## src/pstp_regs.vh

```
// constants for the processor status trace port
`ifndef PSTP_REGS_VH
`define PSTP_REGS_VH
`define PSTP_ADDR_CTRL    4'h0
`define PSTP_ADDR_STATUS  4'h4
`define PSTP_ADDR_BKPT    4'h8
`define PSTP_CTRL_RST     2'h1
`define PSTP_BKPT_RST     4'h0
`define PSTP_RESP_OKAY    2'h0
`define PSTP_RESP_SLVERR  2'h2
`define PSTP_PST_CONT     4'h0
`define PSTP_PST_INSN     4'h1
`define PSTP_PST_USER     4'h3
`define PSTP_PST_PULSE    4'h4
`define PSTP_PST_BRANCH   4'h5
`define PSTP_PST_RTE      4'h7
`define PSTP_PST_XFER     4'h8
`define PSTP_PST_EXC      4'hc
`define PSTP_PST_EMU      4'hd
`define PSTP_PST_STOP     4'he
`define PSTP_PST_HALT     4'hf
`define PSTP_EV_INSN      0
`define PSTP_EV_USER      1
`define PSTP_EV_PULSE     2
`define PSTP_EV_BRANCH    3
`define PSTP_EV_RTE       4
`define PSTP_EV_EMU       5
`define PSTP_NUM_EV       6
`endif

```

## src/pstp_trace_port.v

```verilog
// processor status and debug data trace port with strap and float control
// Notes on behaviour
// - strap bit zero low selects background debug, high selects boundary scan
// - float request low disables every output driver but the scan data output without waiting for a clock
// - float request leaves scan data output alone; only test reset or its own scan enable floats it
// - status clock runs at the core rate, twice the input clock pin rate
// - status code and debug data are timed from the status clock, tool samples there
// - debug data nibble shows captured data values and breakpoint status
// - status code follows core execution synchronously, unrelated to bus transfers
// - codes 0000 continue, 0001 instruction begin, 0011 user mode entry
// - codes 0100 pulse or data write, 0101 branch or sync, 0111 exception return
// - codes 1000 to 1011 announce one to four byte transfers on debug data
// - codes 1100 exception, 1101 emulator entry, 1110 stopped, 1111 halted, held
// - strap bit zero picks debug or scan function on every shared pin except scan clock
//
// Local design decisions: the AXI4-Lite interface to the registers and the register addresses.
`timescale 1ns/1ps
`include "pstp_regs.vh"
module pstp_trace_port (
  // clock and reset
  input  wire        aclk,
  input  wire        aresetn,
  // axi4-lite register slave
  input  wire [3:0]  s_axi_awaddr,
  input  wire        s_axi_awvalid,
  output reg         s_axi_awready,
  input  wire [31:0] s_axi_wdata,
  input  wire [3:0]  s_axi_wstrb,
  input  wire        s_axi_wvalid,
  output reg         s_axi_wready,
  output reg  [1:0]  s_axi_bresp,
  output reg         s_axi_bvalid,
  input  wire        s_axi_bready,
  input  wire [3:0]  s_axi_araddr,
  input  wire        s_axi_arvalid,
  output reg         s_axi_arready,
  output reg  [31:0] s_axi_rdata,
  output reg  [1:0]  s_axi_rresp,
  output reg         s_axi_rvalid,
  input  wire        s_axi_rready,
  // device pins
  input  wire [3:0]  test_mode_strap,
  input  wire        output_float_request_n,
  input  wire        trst_n,
  // core execution events, one-cycle pulses on aclk
  input  wire [5:0]  core_event,
  input  wire        core_exc_active,
  input  wire        core_stopped,
  input  wire        core_halted,
  // captured data from the core
  input  wire        capture_valid,
  input  wire [1:0]  capture_bytes_m1,
  input  wire [31:0] capture_data,
  output reg         capture_ready,
  // shared serial output sources
  input  wire        bdm_serial_out,
  input  wire        scan_tdo,
  input  wire        scan_tdo_en,
  // trace outputs
  output reg         status_clock_out,
  output wire        status_clock_oe,
  output reg  [3:0]  processor_status_code,
  output wire        processor_status_oe,
  output reg  [3:0]  debug_data_nibble,
  output wire        debug_data_oe,
  output reg         debug_serial_out,
  output wire        debug_serial_oe,
  output reg         scan_mode
);

  reg [3:0]  strap_s1_q;
  reg [3:0]  strap_s2_q;
  reg        float_s1_q;
  reg        float_s2_q;
  reg        trst_s1_q;
  reg        trst_s2_q;
  reg        float_seen_q;
  reg [1:0]  ctrl_q;
  reg [3:0]  bkpt_q;
  reg [3:0]  aw_addr_q;
  reg        aw_have_q;
  reg [31:0] w_data_q;
  reg [3:0]  w_strb_q;
  reg        w_have_q;
  reg [5:0]  pend_q;
  reg        user_pend_q;
  reg [31:0] shift_q;
  reg [3:0]  nib_left_q;
  reg        drv_q;
  reg [3:0]  pst_d;
  reg [5:0]  take_d;
  reg        load_d;
  wire       trace_en;
  wire       bkpt_show;
  wire       slot;
  wire       wr_go;

  assign trace_en  = ctrl_q[0];
  assign bkpt_show = ctrl_q[1];
  // a new slot starts on the edge where the status clock falls, so the tool
  // sees settled values on its rising edge
  assign slot      = status_clock_out;
  assign wr_go     = aw_have_q & w_have_q & ~s_axi_bvalid;

  // the float request acts directly on the enables; the flip-flop copies
  // below only serve status readback, never the driver path
  assign status_clock_oe     = output_float_request_n;
  assign processor_status_oe = output_float_request_n;
  assign debug_data_oe       = output_float_request_n & drv_q;
  // scan output ignores the float request, obeys only its scan enable and test reset
  assign debug_serial_oe     = scan_mode ? (scan_tdo_en & trst_n)
                                         : output_float_request_n;

  // strap synchroniser keeps running in reset, which is when the mode is caught;
  // clearing it there would hide the strap from the mode flop
  always @(posedge aclk) begin
    strap_s1_q <= test_mode_strap;
    strap_s2_q <= strap_s1_q;
  end

  // pin synchronisers
  always @(posedge aclk) begin
    if (!aresetn) begin
      float_s1_q <= 1'b1;
      float_s2_q <= 1'b1;
      trst_s1_q  <= 1'b1;
      trst_s2_q  <= 1'b1;
    end else begin
      float_s1_q <= output_float_request_n;
      float_s2_q <= float_s1_q;
      trst_s1_q  <= trst_n;
      trst_s2_q  <= trst_s1_q;
    end
  end

  // mode is taken from the strap only while reset is held; straps are
  // promised stable afterwards, so no re-sampling is done
  always @(posedge aclk) begin
    if (!aresetn) begin
      scan_mode <= strap_s2_q[0];
    end
  end

  // shared serial pin: debug response or scan data by strap
  always @(posedge aclk) begin
    if (!aresetn) begin
      debug_serial_out <= 1'b0;
    end else begin
      debug_serial_out <= scan_mode ? scan_tdo : bdm_serial_out;
    end
  end

  // status clock: aclk is the core clock pair rate, divided by two here
  always @(posedge aclk) begin
    if (!aresetn) begin
      status_clock_out <= 1'b0;
    end else begin
      status_clock_out <= ~status_clock_out;
    end
  end

  // status code choice; halt and stop outrank all, emulator entry outranks exception
  always @* begin
    pst_d  = `PSTP_PST_CONT;
    take_d = 6'h00;
    load_d = 1'b0;
    if (core_halted) begin
      pst_d = `PSTP_PST_HALT;
    end else if (core_stopped) begin
      pst_d = `PSTP_PST_STOP;
    end else if (pend_q[`PSTP_EV_EMU]) begin
      pst_d = `PSTP_PST_EMU;
      take_d[`PSTP_EV_EMU] = 1'b1;
    end else if (core_exc_active) begin
      pst_d = `PSTP_PST_EXC;
    end else if (capture_valid && nib_left_q == 4'h0 && trace_en) begin
      pst_d  = `PSTP_PST_XFER | {2'b00, capture_bytes_m1};
      load_d = 1'b1;
    end else if (pend_q[`PSTP_EV_RTE]) begin
      pst_d = `PSTP_PST_RTE;
      take_d[`PSTP_EV_RTE] = 1'b1;
    end else if (pend_q[`PSTP_EV_BRANCH]) begin
      pst_d = `PSTP_PST_BRANCH;
      take_d[`PSTP_EV_BRANCH] = 1'b1;
    end else if (pend_q[`PSTP_EV_PULSE]) begin
      pst_d = `PSTP_PST_PULSE;
      take_d[`PSTP_EV_PULSE] = 1'b1;
    end else if (pend_q[`PSTP_EV_USER]) begin
      pst_d = `PSTP_PST_USER;
      take_d[`PSTP_EV_USER] = 1'b1;
    end else if (pend_q[`PSTP_EV_INSN]) begin
      pst_d = `PSTP_PST_INSN;
      take_d[`PSTP_EV_INSN] = 1'b1;
    end
  end

  // event latches: an event arriving as its slot is taken stays pending
  always @(posedge aclk) begin
    if (!aresetn) begin
      pend_q <= 6'h00;
    end else if (slot) begin
      pend_q <= (pend_q & ~take_d) | core_event;
    end else begin
      pend_q <= pend_q | core_event;
    end
  end

  // status code, data nibbles and capture handshake, one step per slot
  always @(posedge aclk) begin
    if (!aresetn) begin
      processor_status_code <= `PSTP_PST_CONT;
      debug_data_nibble     <= 4'h0;
      shift_q               <= 32'h0;
      nib_left_q            <= 4'h0;
      drv_q                 <= 1'b0;
      capture_ready         <= 1'b0;
    end else begin
      capture_ready <= 1'b0;
      if (slot) begin
        processor_status_code <= pst_d;
        drv_q                 <= 1'b1;
        if (load_d) begin
          // nibbles go out low first, two per byte
          shift_q       <= capture_data;
          nib_left_q    <= {capture_bytes_m1, 1'b0} + 4'h2;
          capture_ready <= 1'b1;
          debug_data_nibble <= bkpt_q;
        end else if (nib_left_q != 4'h0) begin
          debug_data_nibble <= shift_q[3:0];
          shift_q           <= {4'h0, shift_q[31:4]};
          nib_left_q        <= nib_left_q - 4'h1;
        end else begin
          debug_data_nibble <= bkpt_show ? bkpt_q : 4'h0;
        end
      end
    end
  end

  // sticky record of a float request, cleared by writing a one to status bit zero
  always @(posedge aclk) begin
    if (!aresetn) begin
      float_seen_q <= 1'b0;
    end else if (!float_s2_q) begin
      float_seen_q <= 1'b1;
    end else if (wr_go && aw_addr_q == `PSTP_ADDR_STATUS && w_strb_q[0] && w_data_q[0]) begin
      float_seen_q <= 1'b0;
    end
  end

  // axi write path: address and data taken in either order
  always @(posedge aclk) begin
    if (!aresetn) begin
      aw_have_q     <= 1'b0;
      w_have_q      <= 1'b0;
      aw_addr_q     <= 4'h0;
      w_data_q      <= 32'h0;
      w_strb_q      <= 4'h0;
      s_axi_awready <= 1'b0;
      s_axi_wready  <= 1'b0;
      s_axi_bvalid  <= 1'b0;
      s_axi_bresp   <= `PSTP_RESP_OKAY;
      ctrl_q        <= `PSTP_CTRL_RST;
      bkpt_q        <= `PSTP_BKPT_RST;
    end else begin
      s_axi_awready <= 1'b0;
      s_axi_wready  <= 1'b0;
      if (s_axi_awvalid && !aw_have_q && !s_axi_awready) begin
        s_axi_awready <= 1'b1;
        aw_have_q     <= 1'b1;
        aw_addr_q     <= s_axi_awaddr;
      end
      if (s_axi_wvalid && !w_have_q && !s_axi_wready) begin
        s_axi_wready <= 1'b1;
        w_have_q     <= 1'b1;
        w_data_q     <= s_axi_wdata;
        w_strb_q     <= s_axi_wstrb;
      end
      if (wr_go) begin
        aw_have_q    <= 1'b0;
        w_have_q     <= 1'b0;
        s_axi_bvalid <= 1'b1;
        s_axi_bresp  <= `PSTP_RESP_OKAY;
        if (aw_addr_q == `PSTP_ADDR_CTRL) begin
          if (w_strb_q[0]) ctrl_q <= w_data_q[1:0];
        end else if (aw_addr_q == `PSTP_ADDR_BKPT) begin
          if (w_strb_q[0]) bkpt_q <= w_data_q[3:0];
        end else if (aw_addr_q != `PSTP_ADDR_STATUS) begin
          s_axi_bresp <= `PSTP_RESP_SLVERR;
        end
      end else if (s_axi_bvalid && s_axi_bready) begin
        s_axi_bvalid <= 1'b0;
      end
    end
  end

  // axi read path, one answer at a time
  always @(posedge aclk) begin
    if (!aresetn) begin
      s_axi_arready <= 1'b0;
      s_axi_rvalid  <= 1'b0;
      s_axi_rdata   <= 32'h0;
      s_axi_rresp   <= `PSTP_RESP_OKAY;
    end else begin
      s_axi_arready <= 1'b0;
      if (s_axi_rvalid) begin
        if (s_axi_rready) s_axi_rvalid <= 1'b0;
      end else if (s_axi_arvalid && !s_axi_arready) begin
        s_axi_arready <= 1'b1;
        s_axi_rvalid  <= 1'b1;
        s_axi_rresp   <= `PSTP_RESP_OKAY;
        if (s_axi_araddr == `PSTP_ADDR_CTRL) begin
          s_axi_rdata <= {30'h0, ctrl_q};
        end else if (s_axi_araddr == `PSTP_ADDR_STATUS) begin
          s_axi_rdata <= {16'h0, processor_status_code, strap_s2_q,
                          2'h0, nib_left_q != 4'h0, trst_s2_q,
                          float_s2_q, scan_mode, 1'b0, float_seen_q};
        end else if (s_axi_araddr == `PSTP_ADDR_BKPT) begin
          s_axi_rdata <= {28'h0, bkpt_q};
        end else begin
          s_axi_rdata <= 32'h0;
          s_axi_rresp <= `PSTP_RESP_SLVERR;
        end
      end
    end
  end

endmodule

```

## config.mk

```make
export PLATFORM = sky130hd
export DESIGN_NAME = pstp_trace_port
export DESIGN_NICKNAME = d
export VERILOG_FILES = /design/src/pstp_trace_port.v
export VERILOG_INCLUDE_DIRS = /design/src
export SDC_FILE = /design/constraint.sdc
export NUM_CORES = 1
export LEC_CHECK = 0
export ABC_AREA = 1
export BUFFER_PORTS_ARGS = -buffer_cell sky130_fd_sc_hd__buf_4
export CAP_MARGIN = 20
export CORE_MARGIN = 10
export CORE_UTILIZATION = 54
export DETAILED_ROUTE_END_ITERATION = 6
export PLACE_DENSITY = 0.86
export SETUP_SLACK_MARGIN = 0.4
export SLEW_MARGIN = 40
export SYNTH_ARGS = -nofsm -noshare
export SYNTH_HDL_FRONTEND = slang
export SYNTH_SLANG_ARGS = --single-unit
```

## constraint.sdc

```tcl
create_clock -name aclk -period 2.3 [get_ports aclk]
set_input_delay 0.345 -clock aclk [delete_from_list [all_inputs] [get_ports aclk]]
set_output_delay 0.345 -clock aclk [all_outputs]
set_load 0.1 [all_outputs]
```

# ---- Yosys cells after proc, flatten, opt, wreduce, memory -nomap -nowiden
# Index checks and enable logic that the tools add are counted.
dict set report word_totals {
  rom_bits 0
  ramBits 0
  mem_count 0
  in_bits 104
  latch_bits 0
  reg_bits 126
}
dict set report classes {
  add_sub_neg 2
  div_mod_pow 0
  magnitude_cmp 0
  n_eq_ne 6
  bitwise_logic 13
  shifts 0
  n_mul 0
  muxes 59
  reduce_logical 29
}
# cell count
set op_table {}
lappend op_table {{$mux 32} 2}
lappend op_table {{$mux 4} 12}
lappend op_table {{$mux 16} 2}
lappend op_table {{$mux 1} 25}
lappend op_table {{$mux 6} 3}
lappend op_table {{$mux 2} 8}
lappend op_table {{$mux 5} 3}
lappend op_table {{$logic_not 4->1} 3}
lappend op_table {{$mux 3} 4}
lappend op_table {{$or 6x6->6} 2}
lappend op_table {{$logic_and 1x1->1} 11}
lappend op_table {{$eq 4x3->1 const B} 2}
lappend op_table {{$eq 4x4->1 const B} 2}
lappend op_table {{$and 6x6->6} 1}
lappend op_table {{$not 6->6} 1}
lappend op_table {{$reduce_and 2->1} 3}
lappend op_table {{$logic_not 1->1} 5}
lappend op_table {{$not 1->1} 5}
lappend op_table {{$add 3x2->4 const B} 1}
lappend op_table {{$and 1x1->1} 4}
lappend op_table {{$ne 4x3->1 const B} 1}
lappend op_table {{$reduce_and 4->1} 1}
lappend op_table {{$reduce_bool 2->1} 2}
lappend op_table {{$reduce_bool 4->1} 1}
lappend op_table {{4 further kinds} 5}

# ---- Depth between registers and ports, before layout
# Gate-level depths: netlist of the first run.
dict set report depth {
  word_depth 14
  ltp_mapped 9
  mapped_depth_nobuf 8
}

# ---- Least setup slack after synthesis of the first run
# No wires, ideal clock.
dict set report synth_timing {
  path_type {reg2out}
  start {reg scan_mode}
  end {out debug_serial_oe}
  slack_ns -1.119
  t_arrival_ns 3.074
  path_stages_with_launch 2
  path_cell_list {edfxtp_1 > o21ai_0}
}
dict set report synth_via {
  elab_chain_cells 1
}
# item line_no
set synth_lines {}
lappend synth_lines {{start, declared} pstp_trace_port.v:68} ;# output reg scan_mode
lappend synth_lines {{start signal, assigned} pstp_trace_port.v:140} ;# scan_mode <= strap_s2_q[0];
lappend synth_lines {{$mux 1} pstp_trace_port.v:111} ;# assign debug_serial_oe = scan_mode ? (scan_tdo_en & trst_n)
lappend synth_lines {{end, declared} pstp_trace_port.v:67} ;# output wire debug_serial_oe,
# Every way passes these cells.

# ---- Worst setup path in the final report of the first run
dict set report layout_timing {
  start {reg nib_left_q[0]}
  end {reg shift_q[8]}
}
dict set report layout_via {
  elab_chain_cells 10
}
# item line_no
set layout_lines {}
lappend layout_lines {{start, declared} pstp_trace_port.v:88} ;# reg [3:0] nib_left_q;
lappend layout_lines {{start signal, assigned} pstp_trace_port.v:225} ;# nib_left_q <= {capture_bytes_m1, 1'b0} + 4'h2;
lappend layout_lines {{start signal, assigned} pstp_trace_port.v:231} ;# nib_left_q <= nib_left_q - 4'h1;
lappend layout_lines {{$logic_not 4->1} pstp_trace_port.v:176} ;# end else if (capture_valid && nib_left_q == 4'h0 && trace_en) begin
lappend layout_lines {{$logic_and 1x1->1 (2 in a row)} pstp_trace_port.v:176}
lappend layout_lines {{$mux 1} pstp_trace_port.v:176}
lappend layout_lines {{$mux 1} pstp_trace_port.v:174} ;# end else if (core_exc_active) begin
lappend layout_lines {{$mux 1} pstp_trace_port.v:171} ;# end else if (pend_q[`PSTP_EV_EMU]) begin
lappend layout_lines {{$mux 1} pstp_trace_port.v:169} ;# end else if (core_stopped) begin
lappend layout_lines {{$mux 1} pstp_trace_port.v:167} ;# if (core_halted) begin
lappend layout_lines {{$reduce_bool 2->1 (no source line)} -}
lappend layout_lines {{$reduce_and 2->1 (no source line)} -}
lappend layout_lines {{end signal, assigned} pstp_trace_port.v:224} ;# shift_q <= capture_data;
lappend layout_lines {{end signal, assigned} pstp_trace_port.v:230} ;# shift_q <= {4'h0, shift_q[31:4]};
lappend layout_lines {{end, declared} pstp_trace_port.v:87} ;# reg [31:0] shift_q;
# Several ways; a longest one is shown, not always the timed one.
# A chain may end at the register's enable or synchronous reset.

==> results.md, run 1 <==
* Post-CTS Setup Inserts at 0
* Power Dens Cells at 854.2 nW/um^2
* Netlist area before placement at 4568 sq um
* Total congestion overflow at 0
* Result of the run: completed
* Slowest cell on crit path: sky130_fd_sc_hd__dfxtp_1
* Kind of end point of the critical path: flop
* Final Skew at 0.01035 ns
* Worst path cell trace: inv_1 > ha_1 > nand3_4 > nor2_4 > buf_12 > nand2_1 > o21ai_0 > nor2_1 > nor2_1
* Final setup violation count at 0
* Count leader, synth: sky130_fd_sc_hd__nand2_1
* Routability Congestion at 0.8833
* Worst min path class: input pin to flop
* Leakage power of the design at 2.744 nW
* Cell Count Post-Placement at 836
* Die ar. at 12540 sq um
* Placement Rows at 33
* Mean Syn Cell Area at 7.039 sq um
* Effective utilization at floorplan at 55.60%
* Overall die width at 112.0 um
* Final std cells w/o fill at 852
* Kind of start point of the critical path: flop
* Height of the chip at 112.0 um
* Residual DRC count at 0
* Hold buffer count at cts at 0
* Fraction of the yosys area taken by sequential cells at 46.67%
* Maximum count of clock buffers along a single path at 2
* Worst reg2reg startpoint: nib_left_q[0]
* Maxcap violations at 0
* WL final at 11020 um
* Classification of the worst setup path: flop to flop
* Cells after Synth at 649
* Share of synthesized registers carrying an async set or reset at 0%
* Relative slew margins at 52.23%
* Clk Latency, worst-skew pair at 0.37 ns
* H-tree levels at 3
* Count of unique library cells instantiated by Yosys at 30
* First-pass iteration count of the detailed router at 5
* Routed wire per std cell at 12.93 um
* Number of global-route vias before repair at 3812
* Via density at 4.925
* Number of warnings issued by yosys at 0
* Portion of synthesized cell area occupied by the leading cell type at 46.01%
* Overall fraction of global-route tracks in use at 16.25%
* Clock tree from TritonCTS: yes
* Max Clock Freq at 566.6 MHz
* Cell type with the highest occurrence count on the critical path: sky130_fd_sc_hd__nor2_1
* Unrepaired setup endpoints after global routing: yes
* Primary FF master, synth: sky130_fd_sc_hd__dfxtp_1
* Yosys top cell by area: sky130_fd_sc_hd__dfxtp_1
* Sum of net half-perimeters after detailed placement at 8086 um
* Crit share post-route at 76.74%
* # port buffers at 109
* Total negative setup slack at 0 ns
* Post-DRT Antenna Nets at 0
* Required time at the endpoint of the critical path at 2.60 ns
* Top cells by area, synth: sky130_fd_sc_hd__dfxtp_1, sky130_fd_sc_hd__nand2_1, sky130_fd_sc_hd__o21ai_0
* Area added between synthesis and finish at 21.64%
* Post-synthesis register bit count at 106
* Clock transition at the register clock pins on the worst setup and hold paths after CTS at 0.11 ns
* Final hold viol count at 0
* I/O pin count at 161
* Most frequent cells after synthesis: sky130_fd_sc_hd__nand2_1, sky130_fd_sc_hd__dfxtp_1, sky130_fd_sc_hd__nor2_1, sky130_fd_sc_hd__o21ai_0, sky130_fd_sc_hd__inv_1
* TritonCTS sink count at 106
* Master cell of the clock root buffer: sky130_fd_sc_hd__clkbuf_8
* Hold Path Origin: test_mode_strap[1]
* Share of final-layout standard cells stronger than drive strength 1 at 18.74%
* Worst Path Max Fanout at 49
* Number of nets in the final layout at 849
* Iteration-0 DRC Markers at 250
* Number of vias after detailed routing at 4196
* Number of enable-type register cells in the synthesized netlist at 1
* Transition time at the pin with the least slew margin at 0.7158 ns
* Number of antenna violations at the first check in global routing at 0
* Count of pins over their slew limit at 0
* TritonCTS buffer count at 9
* Min Clock Period, post-route at 1.765 ns
* Startpoint of the most critical setup path: nib_left_q[0]
* Biggest cell delay along the critical path at 0.32 ns
* Maximum number of pins on one net before global-route repair at 68
* Diode count at 0
* Arrival time worst endpoint at 2.07 ns
* Placeable core region at 8217 sq um
* First-pass GRT wire length at 17330 um
* Highest ir drop seen on vdd at 0.3636 mV
[area by class of cell]
type	instances	area (sq um)
fill	693	2660
sequential	106	2133
multi-input combinational	436	1943
timing repair buffer	114	880.8
inverter	75	281.5
tap	105	131.4
clock buffer	10	127.6
clock inverter	6	58.81
[where the power goes]
part | switching [mW] | internal, mW
Clock | 0.674 | 0.421
Combinational | 1.07 | 0.439
Sequential | 0.0900 | 2.05
[through the flow]
| step | setup WS, ns | hold slack (ns) | power, mW | cell area [sq um] | utilization (%) |
|---|---|---|---|---|---|
| finish | 0.5351 | 0.06909 | 4.746 | 5557 | 67.63 |
| global route | 0.3733 | 0.04789 | 5.020 | 5557 | 67.63 |
| CTS | 0.4178 | 0.05378 | 4.757 | 5540 | 67.43 |
| detailed placement | 0.3491 | 0.3179 | 3.675 | 5350 | 65.11 |
| global placement | 0.3978 | 0.3104 | 3.629 | 5350 | 65.11 |
| floorplan | 0.3458 | 0.3096 | 3.386 | 4652 | - |
[worst paths after layout]
kind                         to  slack, ns  cells after the start
hold / removal    strap_s1_q[1]       0.07                      1
setup reg to reg     shift_q[8]       0.54                      9
hold reg to reg   strap_s2_q[2]       0.34                      0
setup / recovery     shift_q[8]       0.54                      9
[critical path: cells and delay by family (launching register included)]
kind,cells,cell delay (ns)
flip-flops,1,0.32
adder cells (fa/ha/maj),1,0.27
AND/OR/NAND/NOR,5,0.67
buffers and inverters,2,0.36
AO/OA/AOI/OAI,1,0.07
[cell families (layout without fill, tap and decap cells)]
kind of cell	count (synthesis)	count (layout)	synth area share (%)
simple gates	279	279	24.35
compound gates	132	132	14.76
flops	106	106	46.67
other cells	1	20	0.08209
fa+ha+maj	3	3	0.8218
xor+xnor	2	2	0.3835
buf+inv	126	205	12.93
[layer usage]
metal	routed length [um]	global-route usage [%]	up-vias	share of wire (%)
met3	804	4.670	11	7.3
met5	0	0	-	0
li1	-	-	2171	-
met4	152	6.345	0	1.4
met2	5298	27.08	131	48
met1	4759	19.30	1883	43
[registers in the layout, summed over array words and instances, names as in the netlist, 2 cells and up]
| name | flops |
|---|---|
| shift_q | 32 |
| s_axi_rdata | 14 |
| pend_q | 6 |
| aw_addr_q | 4 |
| bkpt_q | 4 |
| debug_data_nibble | 4 |
| nib_left_q | 4 |
| processor_status_code | 4 |
| strap_s1_q | 4 |
| strap_s2_q | 4 |
| w_data_q | 4 |
| ctrl_q | 2 |
[layout by cell type (no fill, tap or decap), types with 2 or more instances in the layout]
cell and n:
sky130_fd_sc_hd__clkinv_4 2, sky130_fd_sc_hd__nor3_1 3, sky130_fd_sc_hd__a21oi_1 45, sky130_fd_sc_hd__o22ai_1 3
sky130_fd_sc_hd__buf_4 112, sky130_fd_sc_hd__o21ai_4 2, sky130_fd_sc_hd__nor2_1 89, sky130_fd_sc_hd__or2_2 4
sky130_fd_sc_hd__nand3b_1 2, sky130_fd_sc_hd__inv_1 75, sky130_fd_sc_hd__nand2_1 162, sky130_fd_sc_hd__dfxtp_1 104
sky130_fd_sc_hd__inv_8 3, sky130_fd_sc_hd__conb_1 20, sky130_fd_sc_hd__clkbuf_8 9, sky130_fd_sc_hd__buf_12 2
sky130_fd_sc_hd__nand3_1 13, sky130_fd_sc_hd__ha_1 3, sky130_fd_sc_hd__nand4_1 2, sky130_fd_sc_hd__o21ai_0 79
[timing repair]
action                     CTS  global route
setup endpoints to repair   27            27
pin swaps                    0             1
resized for setup            1             3
hold endpoints to repair     0             0
Note: power is estimated with default switching activity, not from simulation.
==> inputs of run 2 (changes only) <==
--- a/config.mk
+++ b/config.mk
@@ -10,9 +10,9 @@
 export BUFFER_PORTS_ARGS = -buffer_cell sky130_fd_sc_hd__buf_4
 export CAP_MARGIN = 20
 export CORE_MARGIN = 10
-export CORE_UTILIZATION = 54
+export CORE_UTILIZATION = 45
 export DETAILED_ROUTE_END_ITERATION = 6
-export PLACE_DENSITY = 0.86
+export PLACE_DENSITY = 0.76
 export SETUP_SLACK_MARGIN = 0.4
 export SLEW_MARGIN = 40
 export SYNTH_ARGS = -nofsm -noshare
==> constraint.sdc (replaced) <==
create_clock -name aclk -period 1.46 [get_ports aclk]
set_input_delay 0.219 -clock aclk [delete_from_list [all_inputs] [get_ports aclk]]
set_output_delay 0.219 -clock aclk [all_outputs]
set_load 0.1 [all_outputs]
==> run 2 against run 1 <==
  * The run now ends with setup timing left
  * Sequential power up 63%
  * Worst hold slack worse by 0.052 ns
  * Count of clock-buffer cells in the layout up 1
  * Non-clock buffer count up 85
  * Design area up 43%
  * Critical path type is now flop to output pin
  * Largest cell class is now multi-input gates
  * Highest routed layer unchanged
==> results.md, run 2 (same netlist as run 1, synthesis figures left out) <==
* Result of the run: finished, violations left
* Violated checks: setup timing
* Switching part of the total power at 39.38%
* Largest register FFs at 32
* Required time at the endpoint of the critical path at 1.24 ns
* Highest ir drop seen on vdd at 0.6312 mV
* Arrival time worst endpoint at 1.38 ns
* First-pass GRT wire length at 24140 um
* Kind of cell with the highest combined delay on the critical path: flip-flops
* Relative slew margins at 59.61%
* TritonCTS buffer count at 9
* Number of global-route vias before repair at 4795
* Power Dens Cells at 1223 nW/um^2
* Proportion of power drawn by the clock network at 19.7%
* Kind of start point of the critical path: flop
* Biggest cell delay along the critical path at 0.54 ns
* Share of power burned in registers at 35.9%
* Maximum count of clock buffers along a single path at 2
* Gate power share at 44.4%
* Overall die width at 120.8 um
* Utilization after layout at 80.90%
* Height of the chip at 120.8 um
* Maximum number of pins on one net before global-route repair at 50
* Classification of the worst setup path: flop to output pin
* WL final at 20000 um
* Effective utilization at floorplan at 46.52%
* Placeable core region at 9819 sq um
* Top library cells by usage in the layout, fill and taps aside: sky130_fd_sc_hd__buf_4, sky130_fd_sc_hd__nand2_1, sky130_fd_sc_hd__nor2_1
* First-pass iteration count of the detailed router at 5
* Iteration-0 DRC Markers at 509
* Post-DRT Antenna Nets at 0
* Clk Latency, worst-skew pair at 0.40 ns
* Worst path cell trace: nand3_2 > o21ai_4 > buf_12
* Min Clock Period, post-route at 1.599 ns
* Number of inserted filler cells in the final layout at 520
* Internal power at 5.887 mW
* I/O pin count at 161
* Die ar. at 14580 sq um
* Biggest register: shift_q
* # port buffers at 109
* Overall fraction of global-route tracks in use at 20.17%
* Number of vias after detailed routing at 5273
* Total congestion overflow at 0
* Leakage power of the design at 3.650 nW
* Placement Rows at 36
* H-tree levels at 3
* Final setup violation count at 46
* Kind of end point of the critical path: output pin
* Crit share post-route at 109.5%
* Number of antenna violations at the first check in global routing at 0
* Sum of net half-perimeters after detailed placement at 8672 um
* Clock tree from TritonCTS: yes
* Number of nets in the final layout at 934
* Worst-case setup margin in the final layout at -0.1385 ns
* Share of final-layout standard cells stronger than drive strength 1 at 51.56%
* Net Switching at 3.825 mW
* Unrepaired setup endpoints after global routing: yes
* Worst slack after detailed placement at -0.01600 ns
* Area added between synthesis and finish at 73.90%
* Maxcap violations at 0
* Master cell of the clock root buffer: sky130_fd_sc_hd__clkbuf_8
* Worst Path Max Fanout at 4
* TritonCTS sink count at 106
* Routed wire per std cell at 20.73 um
* Transition time at the pin with the least slew margin at 0.6058 ns
* Post-route standard cell area excluding fillers at 7944 sq um
* Routability Congestion at 0.8501
* Via density at 5.464
* Clock transition at the register clock pins on the worst setup and hold paths after CTS at 0.10 ns
* Slowest cell on crit path: sky130_fd_sc_hd__edfxtp_1
* Register area at 2231 sq um
* Count of pins over their slew limit at 0
* Registers with the highest flip-flop counts: shift_q (32), s_axi_rdata (14), pend_q (6)
* Most common library cell in the layout ignoring fill and taps: sky130_fd_sc_hd__buf_4
* Residual DRC count at 0
* Diode count at 0
* Placed instance area at 5658 sq um
* Area of the multi-input gates at 2621 sq um
* Max Clock Freq at 625.6 MHz
* Final hold viol count at 0
* Worst min path class: input pin to flop
* Final Skew at 0.01915 ns
* Total buffers and inverters traversed by the critical path at 1
[run 2: what timing repair did]
item / in CTS / in global routing
setup buffers: 32 / 22
endpoints found under the setup margin: 110 / 119
pin swaps: 40 / 75
gates resized for setup: 245 / 129
endpoints found under the hold margin: 4 / 0
gates cloned: 8 / 9
hold buffers: 4 / 0
[run 2: final cells by class]
type                       instances  area share (%)
multi-input combinational        436           33.00
timing repair buffer             199           30.37
sequential                       106           28.08
inverter                          75           3.906
tap                              133           2.095
clock buffer                      11           2.048
clock inverter                     5          0.5040
[run 2: worst reg2reg max path: cells and delay by family (launching register included)]
kind                   cells  cell delay (ns)
and+or+nand+nor            5             0.60
buffers and inverters      3             0.45
DFF                        1             0.38
AOI/OAI and AO/OA          1             0.06
[run 2: through the flow]
step | cells | TNS [ns] | power (mW) | hold WS [ns]
2_1_floorplan | 668 | -0.3961 | 5.499 | 0.2467
3_3_place_gp | 874 | 0 | 5.934 | 0.3130
3_5_place_dp | 874 | -0.02036 | 6.011 | 0.3157
4_1_cts | 934 | -0.01672 | 8.833 | 0.01005
5_1_grt | 965 | -6.263 | 10.06 | 0.02698
6_report | 965 | -3.820 | 9.712 | 0.01667
[run 2: routing by layer]
layer | up-vias | track usage, % | wire, um
met5 | - | 0 | 0
met4 | 0 | 8.296 | 918
met3 | 71 | 3.955 | 1452
met2 | 309 | 37.21 | 10460
met1 | 2543 | 22.00 | 7171
li1 | 2350 | - | -
[run 2: path summary, 6_finish.rpt]
kind	startpoint	endpoint	slack [ns]	depth (start not counted)
hold / removal	capture_data[28]	shift_q[28]	0.02	3
hold reg to reg	strap_s1_q[3]	strap_s2_q[3]	0.35	0
setup / recovery	scan_mode	debug_serial_oe	-0.14	3
setup reg to reg	ctrl_q[0]	shift_q[15]	-0.14	9
[run 2: power groups by stage]
stage / Clock (mW) / Combinational [mW] / Sequential, mW
global route: 2.00 / 4.56 / 3.51
global placement: 0 / 2.49 / 3.44
floorplan: 0 / 1.63 / 3.87
finish: 1.91 / 4.31 / 3.48
CTS: 1.87 / 3.52 / 3.44
detailed placement: 0 / 2.55 / 3.46
